[src/design/sdod_consts.svh]
`ifndef SDOD_CONSTS_SVH
`define SDOD_CONSTS_SVH

// register offsets
`define SDOD_REG_DEVADDR     8'h00
`define SDOD_REG_SOFT_RST    8'h01
`define SDOD_REG_STATUS      8'h02
`define SDOD_REG_SWING       8'h27
`define SDOD_REG_TIMING      8'h28

// reset values
`define SDOD_DEVADDR_RST     8'h5a
`define SDOD_SWING_RST       8'h00
`define SDOD_TIMING_RST      8'h00

// field positions
`define SDOD_SWING_HI_BIT    0
`define SDOD_TIM_DDR2_BIT    0
`define SDOD_TIM_DLY_LSB     1
`define SDOD_STAT_SEL_BIT    0
`define SDOD_STAT_FRAMED_BIT 1
`define SDOD_STAT_LOCK_BIT   2

// comma symbols (bit 9 is sent first) and idle byte
`define SDOD_COMMA_NEG       10'h0fa
`define SDOD_COMMA_POS       10'h305
`define SDOD_IDLE_BYTE       8'hbc

// timing counts
`define SDOD_COMMA_RUN       110
`define SDOD_HALF_CYC        16

`endif

[src/design/sdod_pkg.sv]
`default_nettype none

package sdod_pkg;
    // output phase of the lvds clock
    typedef enum logic [1:0] {PH_IDLE, PH_RISE, PH_FALL} sdod_phase_t;
endpackage

`default_nettype wire

[src/design/sdod_top.sv]
`include "sdod_consts.svh"
`default_nettype none

// Behaviour
// - With the asynchronous serial mode pin high, the word framer and 8b10b decoder sit in the data path.
// - In that mode each decoded byte goes out one nibble at a time on lanes 0 to 3.
// - In that mode lane 4 is high exactly while the nibble shown belongs to the idle character.
// - In DDR clock mode the low nibble goes with the rising output clock edge and the high nibble with the next falling edge.
// - Up to 110 consecutive commas may be needed before framing holds; until then output may be wrong.
// - Power-on reset restores every register and starts acquisition on serial input zero.
// - While the reset pin is low the device stays reset, and it runs again once the pin is high.
// - A soft reset write restores all registers except the device bus address register.
// - The output swing defaults to small and a larger one is chosen in the swing register.
// - The timing register shifts the clock against the data and picks a DDR or DDR/2 clock.
// - The input select pin picks the serial input that feeds recovery and the loopthrough.
// - Switching between equal-rate inputs normally keeps lock and corrupts only a few words.
// - Loss of lock holds the active-low lock output high until lock returns.
module sdod_top
    import sdod_pkg::*;
#(
    parameter int HALF_CYC  = `SDOD_HALF_CYC,
    parameter int COMMA_RUN = `SDOD_COMMA_RUN
)(
    input  wire logic       I_CLK,                // core clock, 250 MHz
    input  wire logic       I_RST,                // power-on reset, sync, high
    input  wire logic       I_RESET_N,            // reset pin, async, low
    input  wire logic       I_ASI_MODE,           // async serial mode pin
    input  wire logic       I_SERIAL_INPUT_SELECT, // input select pin
    input  wire logic [9:0] I_SERIAL_INPUT_ZERO,  // recovered word, input 0
    input  wire logic [9:0] I_SERIAL_INPUT_ONE,   // recovered word, input 1
    input  wire logic       I_WORD_VLD,           // recovered word strobe
    input  wire logic       I_CDR_LOCK,           // recovery lock, async
    input  wire logic       I_REG_WR,             // register write strobe
    input  wire logic [7:0] I_REG_ADDR,           // register address
    input  wire logic [7:0] I_REG_WDATA,          // register write data
    output logic      [7:0] O_REG_RDATA,          // register read data
    output logic      [7:0] O_DEV_ADDR,           // device bus address
    output logic      [4:0] O_LVDS_DATA,          // five data lanes
    output logic            O_LVDS_OUTPUT_CLOCK,  // lvds output clock
    output logic            O_LVDS_SWING_HI,      // large swing select
    output logic      [9:0] O_LOOP_WORD,          // loopthrough word
    output logic            O_LOCK_N,             // lock, low active
    output logic            O_FRAMED              // decoder framed
);
    // ------------------------------------------------------------
    // pin synchronisers and resets
    // ------------------------------------------------------------
    logic rstn_s1, rstn_s2, asi_s1, asi_s2, sel_s1, sel_s2, lock_s1, lock_s2;
    logic asi_q, sel_q, soft_q;
    logic [7:0] devaddr_q, swing_q, timing_q;

    // two flops per asynchronous pin: reset, mode, select and lock
    always_ff @(posedge I_CLK)
    begin
        rstn_s1 <= I_RESET_N;
        rstn_s2 <= rstn_s1;
        asi_s1  <= I_ASI_MODE;
        asi_s2  <= asi_s1;
        sel_s1  <= I_SERIAL_INPUT_SELECT;
        sel_s2  <= sel_s1;
        lock_s1 <= I_CDR_LOCK;
        lock_s2 <= lock_s1;
    end

    wire rst_core = I_RST || !rstn_s2;
    wire reg_rst  = rst_core || soft_q;
    wire sel_chg  = sel_q != sel_s2;
    wire wr_soft  = I_REG_WR && (I_REG_ADDR == `SDOD_REG_SOFT_RST);

    // ------------------------------------------------------------
    // registers
    // ------------------------------------------------------------
    // address register survives soft reset
    always_ff @(posedge I_CLK)
    begin
        if (rst_core)
            devaddr_q <= `SDOD_DEVADDR_RST;
        else if (I_REG_WR && I_REG_ADDR == `SDOD_REG_DEVADDR)
            devaddr_q <= I_REG_WDATA;
    end

    // swing and timing registers
    always_ff @(posedge I_CLK)
    begin
        if (reg_rst)
        begin
            swing_q  <= `SDOD_SWING_RST;
            timing_q <= `SDOD_TIMING_RST;
        end
        else if (I_REG_WR && I_REG_ADDR == `SDOD_REG_SWING)
            swing_q <= I_REG_WDATA;
        else if (I_REG_WR && I_REG_ADDR == `SDOD_REG_TIMING)
            timing_q <= I_REG_WDATA;
    end

    // mode, input select and soft reset pulse
    always_ff @(posedge I_CLK)
    begin
        if (rst_core)
        begin
            asi_q  <= 1'b0;
            sel_q  <= 1'b0;
            soft_q <= 1'b0;
        end
        else
        begin
            asi_q  <= asi_s2;
            sel_q  <= sel_s2;
            soft_q <= wr_soft;
        end
    end

    // read decode
    logic [7:0] rdata_d;
    always_comb
    begin
        rdata_d = 8'h00;
        if (I_REG_ADDR == `SDOD_REG_DEVADDR)
            rdata_d = devaddr_q;
        else if (I_REG_ADDR == `SDOD_REG_SWING)
            rdata_d = swing_q;
        else if (I_REG_ADDR == `SDOD_REG_TIMING)
            rdata_d = timing_q;
        else if (I_REG_ADDR == `SDOD_REG_STATUS)
        begin
            rdata_d[`SDOD_STAT_SEL_BIT]    = sel_q;
            rdata_d[`SDOD_STAT_FRAMED_BIT] = O_FRAMED;
            rdata_d[`SDOD_STAT_LOCK_BIT]   = !O_LOCK_N;
        end
    end

    // ------------------------------------------------------------
    // input mux, loopthrough, lock
    // ------------------------------------------------------------
    wire [9:0] sel_word = sel_q ? I_SERIAL_INPUT_ONE : I_SERIAL_INPUT_ZERO;

    // registered outputs of the control side
    always_ff @(posedge I_CLK)
    begin
        if (rst_core)
        begin
            O_REG_RDATA <= 8'h00;
            O_LOOP_WORD <= 10'h000;
            O_LOCK_N    <= 1'b1;
        end
        else
        begin
            O_REG_RDATA <= rdata_d;
            if (I_WORD_VLD)
                O_LOOP_WORD <= sel_word;
            O_LOCK_N <= !lock_s2;
        end
    end

    assign O_DEV_ADDR      = devaddr_q;
    assign O_LVDS_SWING_HI = swing_q[`SDOD_SWING_HI_BIT];

    // ------------------------------------------------------------
    // framer and 8b10b decoder
    // ------------------------------------------------------------
    logic [9:0] fr_word;
    logic       fr_vld;

    // framer restarts after reset or an input switch
    sdod_comma_framer #(.COMMA_RUN(COMMA_RUN)) u_framer (
        .i_clk    (I_CLK),
        .i_rst    (rst_core || sel_chg),
        .i_word   (sel_word),
        .i_vld    (I_WORD_VLD && asi_q),
        .o_word   (fr_word),
        .o_vld    (fr_vld),
        .o_framed (O_FRAMED)
    );

    // six-bit group to EDCBA
    function automatic logic [4:0] dec6(input logic [5:0] c);
        case (c)
            6'h27, 6'h18: dec6 = 5'd0;   6'h1d, 6'h22: dec6 = 5'd1;
            6'h2d, 6'h12: dec6 = 5'd2;   6'h31:        dec6 = 5'd3;
            6'h35, 6'h0a: dec6 = 5'd4;   6'h29:        dec6 = 5'd5;
            6'h19:        dec6 = 5'd6;   6'h38, 6'h07: dec6 = 5'd7;
            6'h39, 6'h06: dec6 = 5'd8;   6'h25:        dec6 = 5'd9;
            6'h15:        dec6 = 5'd10;  6'h34:        dec6 = 5'd11;
            6'h0d:        dec6 = 5'd12;  6'h2c:        dec6 = 5'd13;
            6'h1c:        dec6 = 5'd14;  6'h17, 6'h28: dec6 = 5'd15;
            6'h1b, 6'h24: dec6 = 5'd16;  6'h23:        dec6 = 5'd17;
            6'h13:        dec6 = 5'd18;  6'h32:        dec6 = 5'd19;
            6'h0b:        dec6 = 5'd20;  6'h2a:        dec6 = 5'd21;
            6'h1a:        dec6 = 5'd22;  6'h3a, 6'h05: dec6 = 5'd23;
            6'h33, 6'h0c: dec6 = 5'd24;  6'h26:        dec6 = 5'd25;
            6'h16:        dec6 = 5'd26;  6'h36, 6'h09: dec6 = 5'd27;
            6'h0e, 6'h0f, 6'h30: dec6 = 5'd28;
            6'h2e, 6'h11: dec6 = 5'd29;  6'h1e, 6'h21: dec6 = 5'd30;
            6'h2b, 6'h14: dec6 = 5'd31;
            default:      dec6 = 5'd0;
        endcase
    endfunction

    // four-bit group to HGF
    function automatic logic [2:0] dec4(input logic [3:0] c);
        case (c)
            4'hb, 4'h4:             dec4 = 3'd0;
            4'h9:                   dec4 = 3'd1;
            4'h5:                   dec4 = 3'd2;
            4'hc, 4'h3:             dec4 = 3'd3;
            4'hd, 4'h2:             dec4 = 3'd4;
            4'ha:                   dec4 = 3'd5;
            4'h6:                   dec4 = 3'd6;
            4'he, 4'h1, 4'h7, 4'h8: dec4 = 3'd7;
            default:                dec4 = 3'd0;
        endcase
    endfunction

    // control symbols of positive disparity carry an inverted tail
    wire       k28    = (fr_word[9:4] == 6'h0f) || (fr_word[9:4] == 6'h30);
    wire [3:0] tail   = (fr_word[9:4] == 6'h30) ? ~fr_word[3:0] : fr_word[3:0];
    wire [7:0] byte_d = {dec4(tail), dec6(fr_word[9:4])};
    wire       idle   = k28 && (byte_d == `SDOD_IDLE_BYTE);

    // lane word: low five bits go on the rise, high five on the fall
    wire [9:0] src_word = asi_q ? {idle, byte_d[7:4], idle, byte_d[3:0]}
                                : sel_word;
    wire       src_vld  = asi_q ? fr_vld : I_WORD_VLD;

    // ------------------------------------------------------------
    // ddr output stage
    // ------------------------------------------------------------
    logic [7:0]  div_q;
    logic        pend_q, tgl_q;
    logic [9:0]  stg_q, hold_q;
    logic [2:0]  dly_q;
    sdod_phase_t state_q;

    wire       div_en   = div_q == 8'(HALF_CYC - 1);
    wire       load     = div_en && pend_q && (state_q != PH_RISE);
    wire       ddr2     = timing_q[`SDOD_TIM_DDR2_BIT];
    wire [1:0] dly_sel  = timing_q[`SDOD_TIM_DLY_LSB +: 2];
    wire       clk_src  = ddr2 ? tgl_q : (state_q == PH_RISE);
    wire [3:0] clk_taps = {dly_q, clk_src};
    wire [4:0] lanes_d  = (state_q == PH_RISE) ? hold_q[4:0]
                        : (state_q == PH_FALL) ? hold_q[9:5] : 5'h00;

    // half period divider and staging of the next word
    always_ff @(posedge I_CLK)
    begin
        if (rst_core)
        begin
            div_q  <= 8'h00;
            pend_q <= 1'b0;
            stg_q  <= 10'h000;
        end
        else
        begin
            div_q <= div_en ? 8'h00 : div_q + 8'h01;
            if (src_vld)
            begin
                stg_q  <= src_word;
                pend_q <= 1'b1;
            end
            else if (load)
                pend_q <= 1'b0;
        end
    end

    // rise and fall phases, one per divider pulse
    always_ff @(posedge I_CLK)
    begin
        if (rst_core)
        begin
            state_q <= PH_IDLE;
            hold_q  <= 10'h000;
            tgl_q   <= 1'b0;
        end
        else if (div_en)
        begin
            if (load)
            begin
                hold_q <= stg_q;
                tgl_q  <= !tgl_q;
            end
            case (state_q)
                PH_IDLE: state_q <= pend_q ? PH_RISE : PH_IDLE;
                PH_RISE: state_q <= PH_FALL;
                PH_FALL: state_q <= pend_q ? PH_RISE : PH_IDLE;
                default: state_q <= PH_IDLE;
            endcase
        end
    end

    // clock delay line and registered lanes
    always_ff @(posedge I_CLK)
    begin
        if (rst_core)
        begin
            dly_q               <= 3'h0;
            O_LVDS_DATA         <= 5'h00;
            O_LVDS_OUTPUT_CLOCK <= 1'b0;
        end
        else
        begin
            dly_q               <= clk_taps[2:0];
            O_LVDS_DATA         <= lanes_d;
            O_LVDS_OUTPUT_CLOCK <= clk_taps[dly_sel];
        end
    end

    property p_lo_on_rise;
        @(posedge I_CLK) disable iff (rst_core)
        (state_q == PH_RISE && asi_q) |=> O_LVDS_DATA[3:0] == $past(hold_q[3:0]);
    endproperty
    a_lo_on_rise: assert property (p_lo_on_rise) else $error("low nibble missing at rise");

    property p_hi_on_fall;
        @(posedge I_CLK) disable iff (rst_core)
        (state_q == PH_FALL && asi_q) |=> O_LVDS_DATA[3:0] == $past(hold_q[8:5]);
    endproperty
    a_hi_on_fall: assert property (p_hi_on_fall) else $error("high nibble missing at fall");

    property p_idle_both_phases;
        @(posedge I_CLK) disable iff (rst_core)
        (fr_vld && asi_q) |=> (stg_q[4] == stg_q[9]) && (stg_q[4] == $past(k28 && byte_d == 8'hbc));
    endproperty
    a_idle_both_phases: assert property (p_idle_both_phases) else $error("idle lane wrong");

    property p_pin_reset;
        @(posedge I_CLK) disable iff (I_RST)
        (!I_RESET_N)[*3] |=> (swing_q == `SDOD_SWING_RST) && (timing_q == `SDOD_TIMING_RST) && !sel_q;
    endproperty
    a_pin_reset: assert property (p_pin_reset) else $error("pin reset not taken");

    property p_soft_reset;
        @(posedge I_CLK) disable iff (rst_core)
        wr_soft |=> ##1 (swing_q == `SDOD_SWING_RST) && (timing_q == `SDOD_TIMING_RST) && $stable(devaddr_q);
    endproperty
    a_soft_reset: assert property (p_soft_reset) else $error("soft reset wrong");

    property p_reset_defaults;
        @(posedge I_CLK)
        rst_core |=> !O_LVDS_SWING_HI && !sel_q && !asi_q;
    endproperty
    a_reset_defaults: assert property (p_reset_defaults) else $error("reset defaults wrong");

    property p_ddr2_one_edge;
        @(posedge I_CLK) disable iff (rst_core)
        (ddr2 && div_en && state_q == PH_RISE) |=> $stable(clk_src);
    endproperty
    a_ddr2_one_edge: assert property (p_ddr2_one_edge) else $error("half rate clock toggled twice");

    property p_loop_select;
        @(posedge I_CLK) disable iff (rst_core)
        I_WORD_VLD |=> O_LOOP_WORD == $past(sel_q ? I_SERIAL_INPUT_ONE : I_SERIAL_INPUT_ZERO);
    endproperty
    a_loop_select: assert property (p_loop_select) else $error("loopthrough from wrong input");

    property p_lock_loss;
        @(posedge I_CLK) disable iff (rst_core)
        (!I_CDR_LOCK)[*4] |-> O_LOCK_N;
    endproperty
    a_lock_loss: assert property (p_lock_loss) else $error("lock loss not shown");

endmodule

`default_nettype wire

[src/design/sdod_comma_framer.sv]
`include "sdod_consts.svh"
`default_nettype none

module sdod_comma_framer
    import sdod_pkg::*;
#(
    parameter int COMMA_RUN = `SDOD_COMMA_RUN
)(
    input  wire logic       i_clk,    // core clock
    input  wire logic       i_rst,    // sync reset, also resync on input switch
    input  wire logic [9:0] i_word,   // raw unaligned word
    input  wire logic       i_vld,    // word strobe
    output logic      [9:0] o_word,   // aligned word
    output logic            o_vld,    // aligned word strobe
    output logic            o_framed  // comma run reached
);
    logic [9:0] prev_q;
    logic [3:0] off_q;
    logic [7:0] run_q;
    logic [9:0] hit;
    logic [9:0] cand [10];
    logic [3:0] first;
    wire  [19:0] win = {prev_q, i_word};

    // candidate alignments and comma hits
    for (genvar k = 0; k < 10; k++)
    begin : g_off
        assign cand[k] = win[19-k -: 10];
        assign hit[k]  = (cand[k] == `SDOD_COMMA_NEG) || (cand[k] == `SDOD_COMMA_POS);
    end

    // lowest offset holding a comma
    always_comb
    begin
        first = 4'h0;
        for (int k = 9; k >= 0; k--)
        begin
            if (hit[k])
                first = 4'(k);
        end
    end

    assign o_framed = run_q >= 8'(COMMA_RUN);

    // alignment tracking and count of commas at the held offset; words without a comma leave the count unchanged
    always_ff @(posedge i_clk)
    begin
        if (i_rst)
        begin
            prev_q <= 10'h000;
            off_q  <= 4'h0;
            run_q  <= 8'h00;
            o_word <= 10'h000;
            o_vld  <= 1'b0;
        end
        else
        begin
            o_vld <= i_vld;
            if (i_vld)
            begin
                prev_q <= i_word;
                o_word <= cand[off_q];
                if (hit[off_q])
                begin
                    if (run_q != 8'hff)
                        run_q <= run_q + 8'h01;
                end
                else if (|hit)
                begin
                    off_q <= first;
                    run_q <= 8'h01;
                end
            end
        end
    end

    property p_framed_after_run;
        @(posedge i_clk) disable iff (i_rst)
        $rose(o_framed) |-> $past(i_vld) && ($past(run_q) == 8'(COMMA_RUN - 1));
    endproperty
    a_framed_after_run: assert property (p_framed_after_run) else $error("framed without full comma run");

    property p_realign_drops_frame;
        @(posedge i_clk) disable iff (i_rst)
        (i_vld && !hit[off_q] && (|hit)) |=> !o_framed && (off_q == $past(first));
    endproperty
    a_realign_drops_frame: assert property (p_realign_drops_frame) else $error("realign kept framing");

endmodule

`default_nettype wire

[config.mk]
export PLATFORM = sky130hd
export DESIGN_NAME = sdod_top
export DESIGN_NICKNAME = d
export VERILOG_FILES = /design/src/design/sdod_pkg.sv /design/src/design/sdod_top.sv /design/src/design/sdod_comma_framer.sv
export VERILOG_INCLUDE_DIRS = /design/src /design/src/design
export SDC_FILE = /design/constraint.sdc
export NUM_CORES = 1
export LEC_CHECK = 0
export ABC_AREA = 1
export BUFFER_PORTS_ARGS = -buffer_cell sky130_fd_sc_hd__buf_2
export CAP_MARGIN = 20
export CORE_ASPECT_RATIO = 2
export CORE_UTILIZATION = 59
export DETAILED_ROUTE_END_ITERATION = 8
export GPL_TIMING_DRIVEN = 0
export PLACE_DENSITY = 0.8
export SETUP_SLACK_MARGIN = 0.1
export SLEW_MARGIN = 20
export SYNTH_ARGS = -nofsm -noshare
export SYNTH_HDL_FRONTEND = slang
export SYNTH_HIERARCHICAL = 1
export SYNTH_SLANG_ARGS = --single-unit
[constraint.sdc]
create_clock -name I_CLK -period 2.91 [get_ports I_CLK]
set_input_delay 0.582 -clock I_CLK [delete_from_list [all_inputs] [get_ports I_CLK]]
set_output_delay 0.582 -clock I_CLK [all_outputs]
set_load 0.005 [all_outputs]
==> results of run 1 <==
## flip-flops by register name (all words and copies together), names as in the netlist, 2 cells and up
name and cells:
swing_q 8, dly_q 3, hold_q 10, u_framer/off_q 4, O_LOOP_WORD 10, state_q 2
O_LVDS_DATA 5, u_framer/o_word 10, u_framer/run_q 8, O_DEV_ADDR 8, u_framer/prev_q 10, stg_q 10
div_q 8, O_REG_RDATA 8, timing_q 8
## cell usage after synthesis (all sizes together)
cell,count,area share
nand2,285,0.15
nor2,129,0.072
dfxtp,128,0.36
inv,125,0.066
nand3,104,0.079
o21ai,103,0.073
a21oi,99,0.071
buf,23,0.021
clkbuf,22,0.012
nor3,16,0.013
o211ai,15,0.017
ha,9,0.016
xor2,8,0.0099
a31oi,5,0.0044
o221ai,5,0.0062
nand4,4,0.0035
a41oi,3,0.0037
nor3b,3,0.0032
nor4,2,0.0018
o21bai,2,0.0021
o311ai,2,0.0025
or2,2,0.0018
a211oi,1,0.0011
and3,1,0.00088
clkinv,1,0.00053
nand3b,1,0.0011
o211a,1,0.0014
o22ai,1,0.00088
xnor2,1,0.0012
## per-layer routing
layer | vias to the layer above | part of all wire | wire, um | global-route usage
met5 | - | 0 | 0 | 0
li1 | 3811 | - | - | -
met2 | 366 | 0.55 | 12200 | 0.694
met1 | 3446 | 0.32 | 7090 | 0.302
met4 | 0 | 0.076 | 1690 | 0.280
met3 | 139 | 0.054 | 1190 | 0.0545
## timing repair
item | CTS | global route
setup endpoints to repair | 12 | 31
pin swaps | 0 | 1
resized for setup | 4 | 19
hold buffers | 0 | 0
gates cloned | 0 | 0
hold endpoints to repair | 0 | 0
buffers inserted | 0 | 4
## power by group
part / internal (mW) / switching, mW
Clock: 1.44 / 0.838
Combinational: 0.0886 / 0.200
Sequential: 1.78 / 0.0149
## worst paths after layout
path	from	endpoint	slack [ns]	cells past startpoint
max	sel_q	u_framer/run_q[0]	0.27	17
min	I_ASI_MODE	asi_s1	0.26	1
max reg2reg	sel_q	u_framer/run_q[0]	0.27	17
min reg2reg	lock_s1	lock_s2	0.33	0
## logic make-up after synthesis
group                    after synthesis  synth area share
AO/OA/AOI/OAI                        237             0.182
XOR/XNOR                               9            0.0111
adder cells (fa/ha/maj)                9            0.0158
buffers and inverters                171            0.0996
flip-flops                           128             0.361
AND/OR/NAND/NOR                      547             0.331
## critical path, cell delays in order, from the launching register on
cell and delay, ns:
dfxtp_1 0.36, inv_1 0.08, clkbuf_4 0.19, nand2_1 0.08
nand2_2 0.18, inv_4 0.16, nand2_1 0.08, nor2_1 0.11
nand3_1 0.07, nand2_1 0.15, nor2_1 0.08, nand2_1 0.15
nor2_1 0.08, a21oi_2 0.15, nand3_2 0.16, buf_4 0.23
a21oi_1 0.16, nor2_1 0.06
## final cells by class
cell class	instances	area (um^2)
fill	1025	3310
multi-input combinational	802	3870
clock buffer	17	425
timing repair buffer	82	420
sequential	128	2560
tap	145	181
clock inverter	14	203
buffer	45	249
inverter	126	482
==> summary.md, run 1 <==
| Metric | Value |
|---|---|
| Outcome | `completed` |
| Sequential area share after synthesis | `0.361` |
| Commonest non-fill, non-tap cell in the layout | `nand2_1` |
| Post-DP Area | `7680 um^2` |
| Gr ovfl total | `0` |
| RSZ-0062 raised after global routing | `true` |
| Post-synthesis register bit count | `128` |
| Total track usage | `0.355` |
| Achievable Freq | `0.379 GHz` |
| Die area | `12500 um^2` |
| Clock Tree Root | `clkbuf_16` |
| GP Congestion | `1.04` |
| Initial core utilization | `0.607` |
| Die height | `157 um` |
| Hold Crit Class | `in2reg` |
| Clock Sinks | `128` |
| DRT antenna net count | `0` |
| Slew Viols, Final | `0` |
| Layout cells sized above 1 | `0.152` |
| Crit end category | `flop` |
| Total number of vias | `7762` |
| Post-route cell area | `8390 um^2` |
| Final nets | `1255` |
| Final Util | `0.717` |
| Antenna fix cells | `0` |
| WP data required | `3.22 ns` |
| HPWL Detailed | `16.6 mm` |
| Avg Cell Area, Syn | `6.45 um^2` |
| Number of setup violations in the final report | `0` |
| Power Dens Cells | `520 nW/um^2` |
| DR pass1 iterations | `9` |
| Die Span X | `79.6 um` |
| Min Hold Slack | `0.261 ns` |
| Row cnt | `56` |
| Peak supply drop | `460 uV` |
| Clk pin slew, worst setup/hold paths | `0.06 ns` |
| Most frequent cells in the layout | `nand2_1, dfxtp_1, nor2_1, inv_1, o21ai_0` |
| # IOs | `79` |
| Number of global-route vias before repair | `7272` |
| Core Box Area | `11700 um^2` |
| WL/cell | `16.3 um` |
| DRC Markers | `0` |
| Largest net degree at the start of global routing | `17` |
| Layout Cells excl Fill | `1359` |
| Clock Tree Buf Depth | `2` |
| Place WS | `-0.218 ns` |
| Crit path max fanout | `10` |
| Tcrit/Tclk final | `0.907` |
| Leak pwr | `3.82 nW` |
| Slew @ Worst Pin | `0.853 ns` |
| CP arrival | `2.95 ns` |
| Mapped Nets | `1154` |
| Post-Syn Instances | `1101` |
| Max-cap viol count | `0` |
| Syn. warnings | `6` |
| Setup TNS | `0 ns` |
| Worst slew margin | `0.425` |
| Synth-to-Final Area Change | `18.1%` |
| # port buffers | `78` |
| Kind of critical path | `reg2reg` |
| Cts bufs inserted | `17` |
| Cell variety after synth | `45` |
| Initial DRC count | `530` |
| Setup Skew | `0.00816 ns` |
| Final worst slack | `0.271 ns` |
| Worst Setup Start Kind | `flop` |
| Minimum clock period | `2.64 ns` |
| Placed insts | `1324` |
| Hold Vio Cnt, Final | `0` |
| Initial antenna violation count | `0` |
| CTS tree | `done` |
| First-pass GRT wire length | `33.9 mm` |
| Wirelength, routed | `22.1 mm` |
| Vias per std cell | `5.71` |
| Worst skew pair latency | `0.42 ns` |
| Htree depth | `4` |
| Tot Pwr | `4.36 mW` |
| Cell Area, Synth | `7110 um^2` |
Note: power is estimated with default switching activity, not from simulation.
==> inputs of run 2 (changes only) <==
- CORE_MARGIN: not set -> 3
- SETUP_SLACK_MARGIN: 0.1 -> not set
==> run 2 against run 1 <==
  * Clock-buffer cell count is the same
  * Sequential power about the same
  * Worst hold slack improved by 0.0036 ns
  * Critical path type unchanged
  * Sequential cell count did not move
  * Largest power group unchanged
==> summary.md, run 2 (same netlist as run 1, synthesis figures left out) <==
| Metric | Value |
|---|---|
| Setup TNS | `0 ns` |
| Most frequent cells in the layout | `nand2_1, dfxtp_1, nor2_1, inv_1, o21ai_0` |
| Sequential Area | `2560 um^2` |
| WL/cell | `16.7 um` |
| Post-DP Area | `7680 um^2` |
| Die height | `161 um` |
| HPWL Detailed | `17.2 mm` |
| Crit path max fanout | `10` |
| Peak supply drop | `521 uV` |
| Layout cells sized above 1 | `0.150` |
| Slew Viols, Final | `0` |
| Commonest non-fill, non-tap cell in the layout | `nand2_1` |
| # IOs | `79` |
| Post-route cell area | `8320 um^2` |
| Hold Crit Class | `in2reg` |
| Most common cell on crit path | `nand2_1` |
| Min Hold Slack | `0.264 ns` |
| Cell Chain, Critical Path | `clkinvlp_4 > buf_4 > nand2_1 > nand2_1 > inv_1 > nor3_1 > nand3_1 > nand2_1 > o211ai_4 > nand3_2 > buf_4 > a21oi_1 > nor2_1` |
| Tot Pwr | `4.19 mW` |
| Clk pin slew, worst setup/hold paths | `0.06 ns` |
| Hold Vio Cnt, Final | `0` |
| WP data required | `3.23 ns` |
| Initial core utilization | `0.604` |
| Initial antenna violation count | `0` |
| Worst reg2reg path endpoint | `u_framer/run_q[4]` |
| Number of global-route vias before repair | `7712` |
| Hold path depth | `1` |
| Kind of critical path | `reg2reg` |
| Max-cap viol count | `0` |
| Htree depth | `4` |
| DRC Markers | `0` |
| Vias per std cell | `5.73` |
| Wirelength, routed | `22.6 mm` |
| Row cnt | `56` |
| Die Span X | `83.6 um` |
| Gr ovfl total | `0` |
| Start of the worst register-to-register path | `sel_q` |
| Leak pwr | `3.79 nW` |
| WHS Endpoint | `rstn_s1` |
| Achievable Freq | `0.368 GHz` |
| HP Start | `I_RESET_N` |
| Clock Tree Root | `clkbuf_16` |
| Slew @ Worst Pin | `0.834 ns` |
| DRT antenna net count | `0` |
| Fillers | `1086` |
| Worst r2r path cells | `13` |
| Area of the multi-input gates | `3860 um^2` |
| CP arrival | `3.03 ns` |
| Power Dens Cells | `504 nW/um^2` |
| GP Congestion | `1.03` |
| CTS tree | `done` |
| Number of setup violations in the final report | `0` |
| Die area | `13500 um^2` |
| Initial DRC count | `416` |
| Total track usage | `0.331` |
| Worst skew pair latency | `0.42 ns` |
| Largest net degree at the start of global routing | `17` |
| Critical-path top delay cell | `o211ai_4` |
| Total number of vias | `7776` |
| Clock Tree Buf Depth | `2` |
| Worst slew margin | `0.438` |
| Antenna fix cells | `0` |
| Clock Sinks | `128` |
| Critical path's largest stage delay | `0.42 ns` |
| Cts bufs inserted | `17` |
| Minimum clock period | `2.72 ns` |
| Setup Skew | `0.0140 ns` |
| Synth-to-Final Area Change | `17.1%` |
| Tcrit/Tclk final | `0.934` |
| Final nets | `1253` |
| R2r setup slk | `0.19 ns` |
| Outcome | `completed` |
| Worst Setup Start Kind | `flop` |
| Crit end category | `flop` |
| DR pass1 iterations | `6` |
| First-pass GRT wire length | `35.7 mm` |
| Core Box Area | `11800 um^2` |
| # port buffers | `78` |
==> run 2: cell types whose count changed in the layout (fill, tap and decap cells not counted), sizes merged <==
cell	delta
clkinv	+1
buf	-2
inv	+1
bufinv	-2
==> run 2: where the power goes <==
group          internal, mW  switching [mW]  leakage, nW
clock                  1.27           0.850        0.287
combinational        0.0831           0.198         2.47
sequential             1.78          0.0143         1.04
total                  3.13            1.06         3.79
==> run 2: area by class of cell <==
cell class                 count  share of cell area
tap                          145              0.0218
inverter                     126              0.0576
timing repair buffer          81              0.0496
multi-input combinational    802               0.465
buffer                        44              0.0286
sequential                   128               0.308
clock buffer                  17              0.0511
clock inverter                14              0.0186
==> run 2: worst max-delay path, delay by kind of cell (launching register included) <==
family	cells	cell delay [ns]
flip-flops	1	0.38
AO/OA/AOI/OAI	2	0.57
buffers and inverters	4	0.79
AND/OR/NAND/NOR	7	0.86
==> run 2: metal layers <==
metal / vias up / GRT usage / wire [um]
met1: 3508 / 0.280 / 7090
met4: 0 / 0.272 / 1810
li1: 3793 / - / -
met5: - / 0 / 0
met2: 345 / 0.652 / 12600
met3: 130 / 0.0470 / 1170
==> run 2: timing repair <==
action | CTS | global route
resized for setup | 2 | 14
hold buffers | 0 | 0
setup buffers | 0 | 3
cloned | 0 | 0
endpoints found under the setup margin | 12 | 31
==> run 2: worst max-delay path by stage <==
stage / from / endpoint / slack (ns) / cells after the start
after floorplan: sel_q / u_framer/run_q[1] / 0.72 / 17
after global placement: I_RST / u_framer/o_word[1] / -0.27 / 10
after detailed placement: I_RST / u_framer/prev_q[8] / -0.30 / 10
after CTS: rstn_s2 / u_framer/prev_q[8] / 0.05 / 10
after global routing: sel_q / u_framer/run_q[5] / -0.003 / 13
final: sel_q / u_framer/run_q[4] / 0.19 / 13
==> run 2: through the flow <==
| stage | setup WS (ns) | utilization | instances |
|---|---|---|---|
| 6_report | 0.191 | 0.707 | 1357 |
| 5_1_grt | -0.00270 | 0.707 | 1357 |
| 2_1_floorplan | 0.720 | - | 1101 |
| 3_3_place_gp | -0.268 | 0.652 | 1324 |
| 4_1_cts | 0.0504 | 0.702 | 1354 |
| 3_5_place_dp | -0.296 | 0.652 | 1324 |
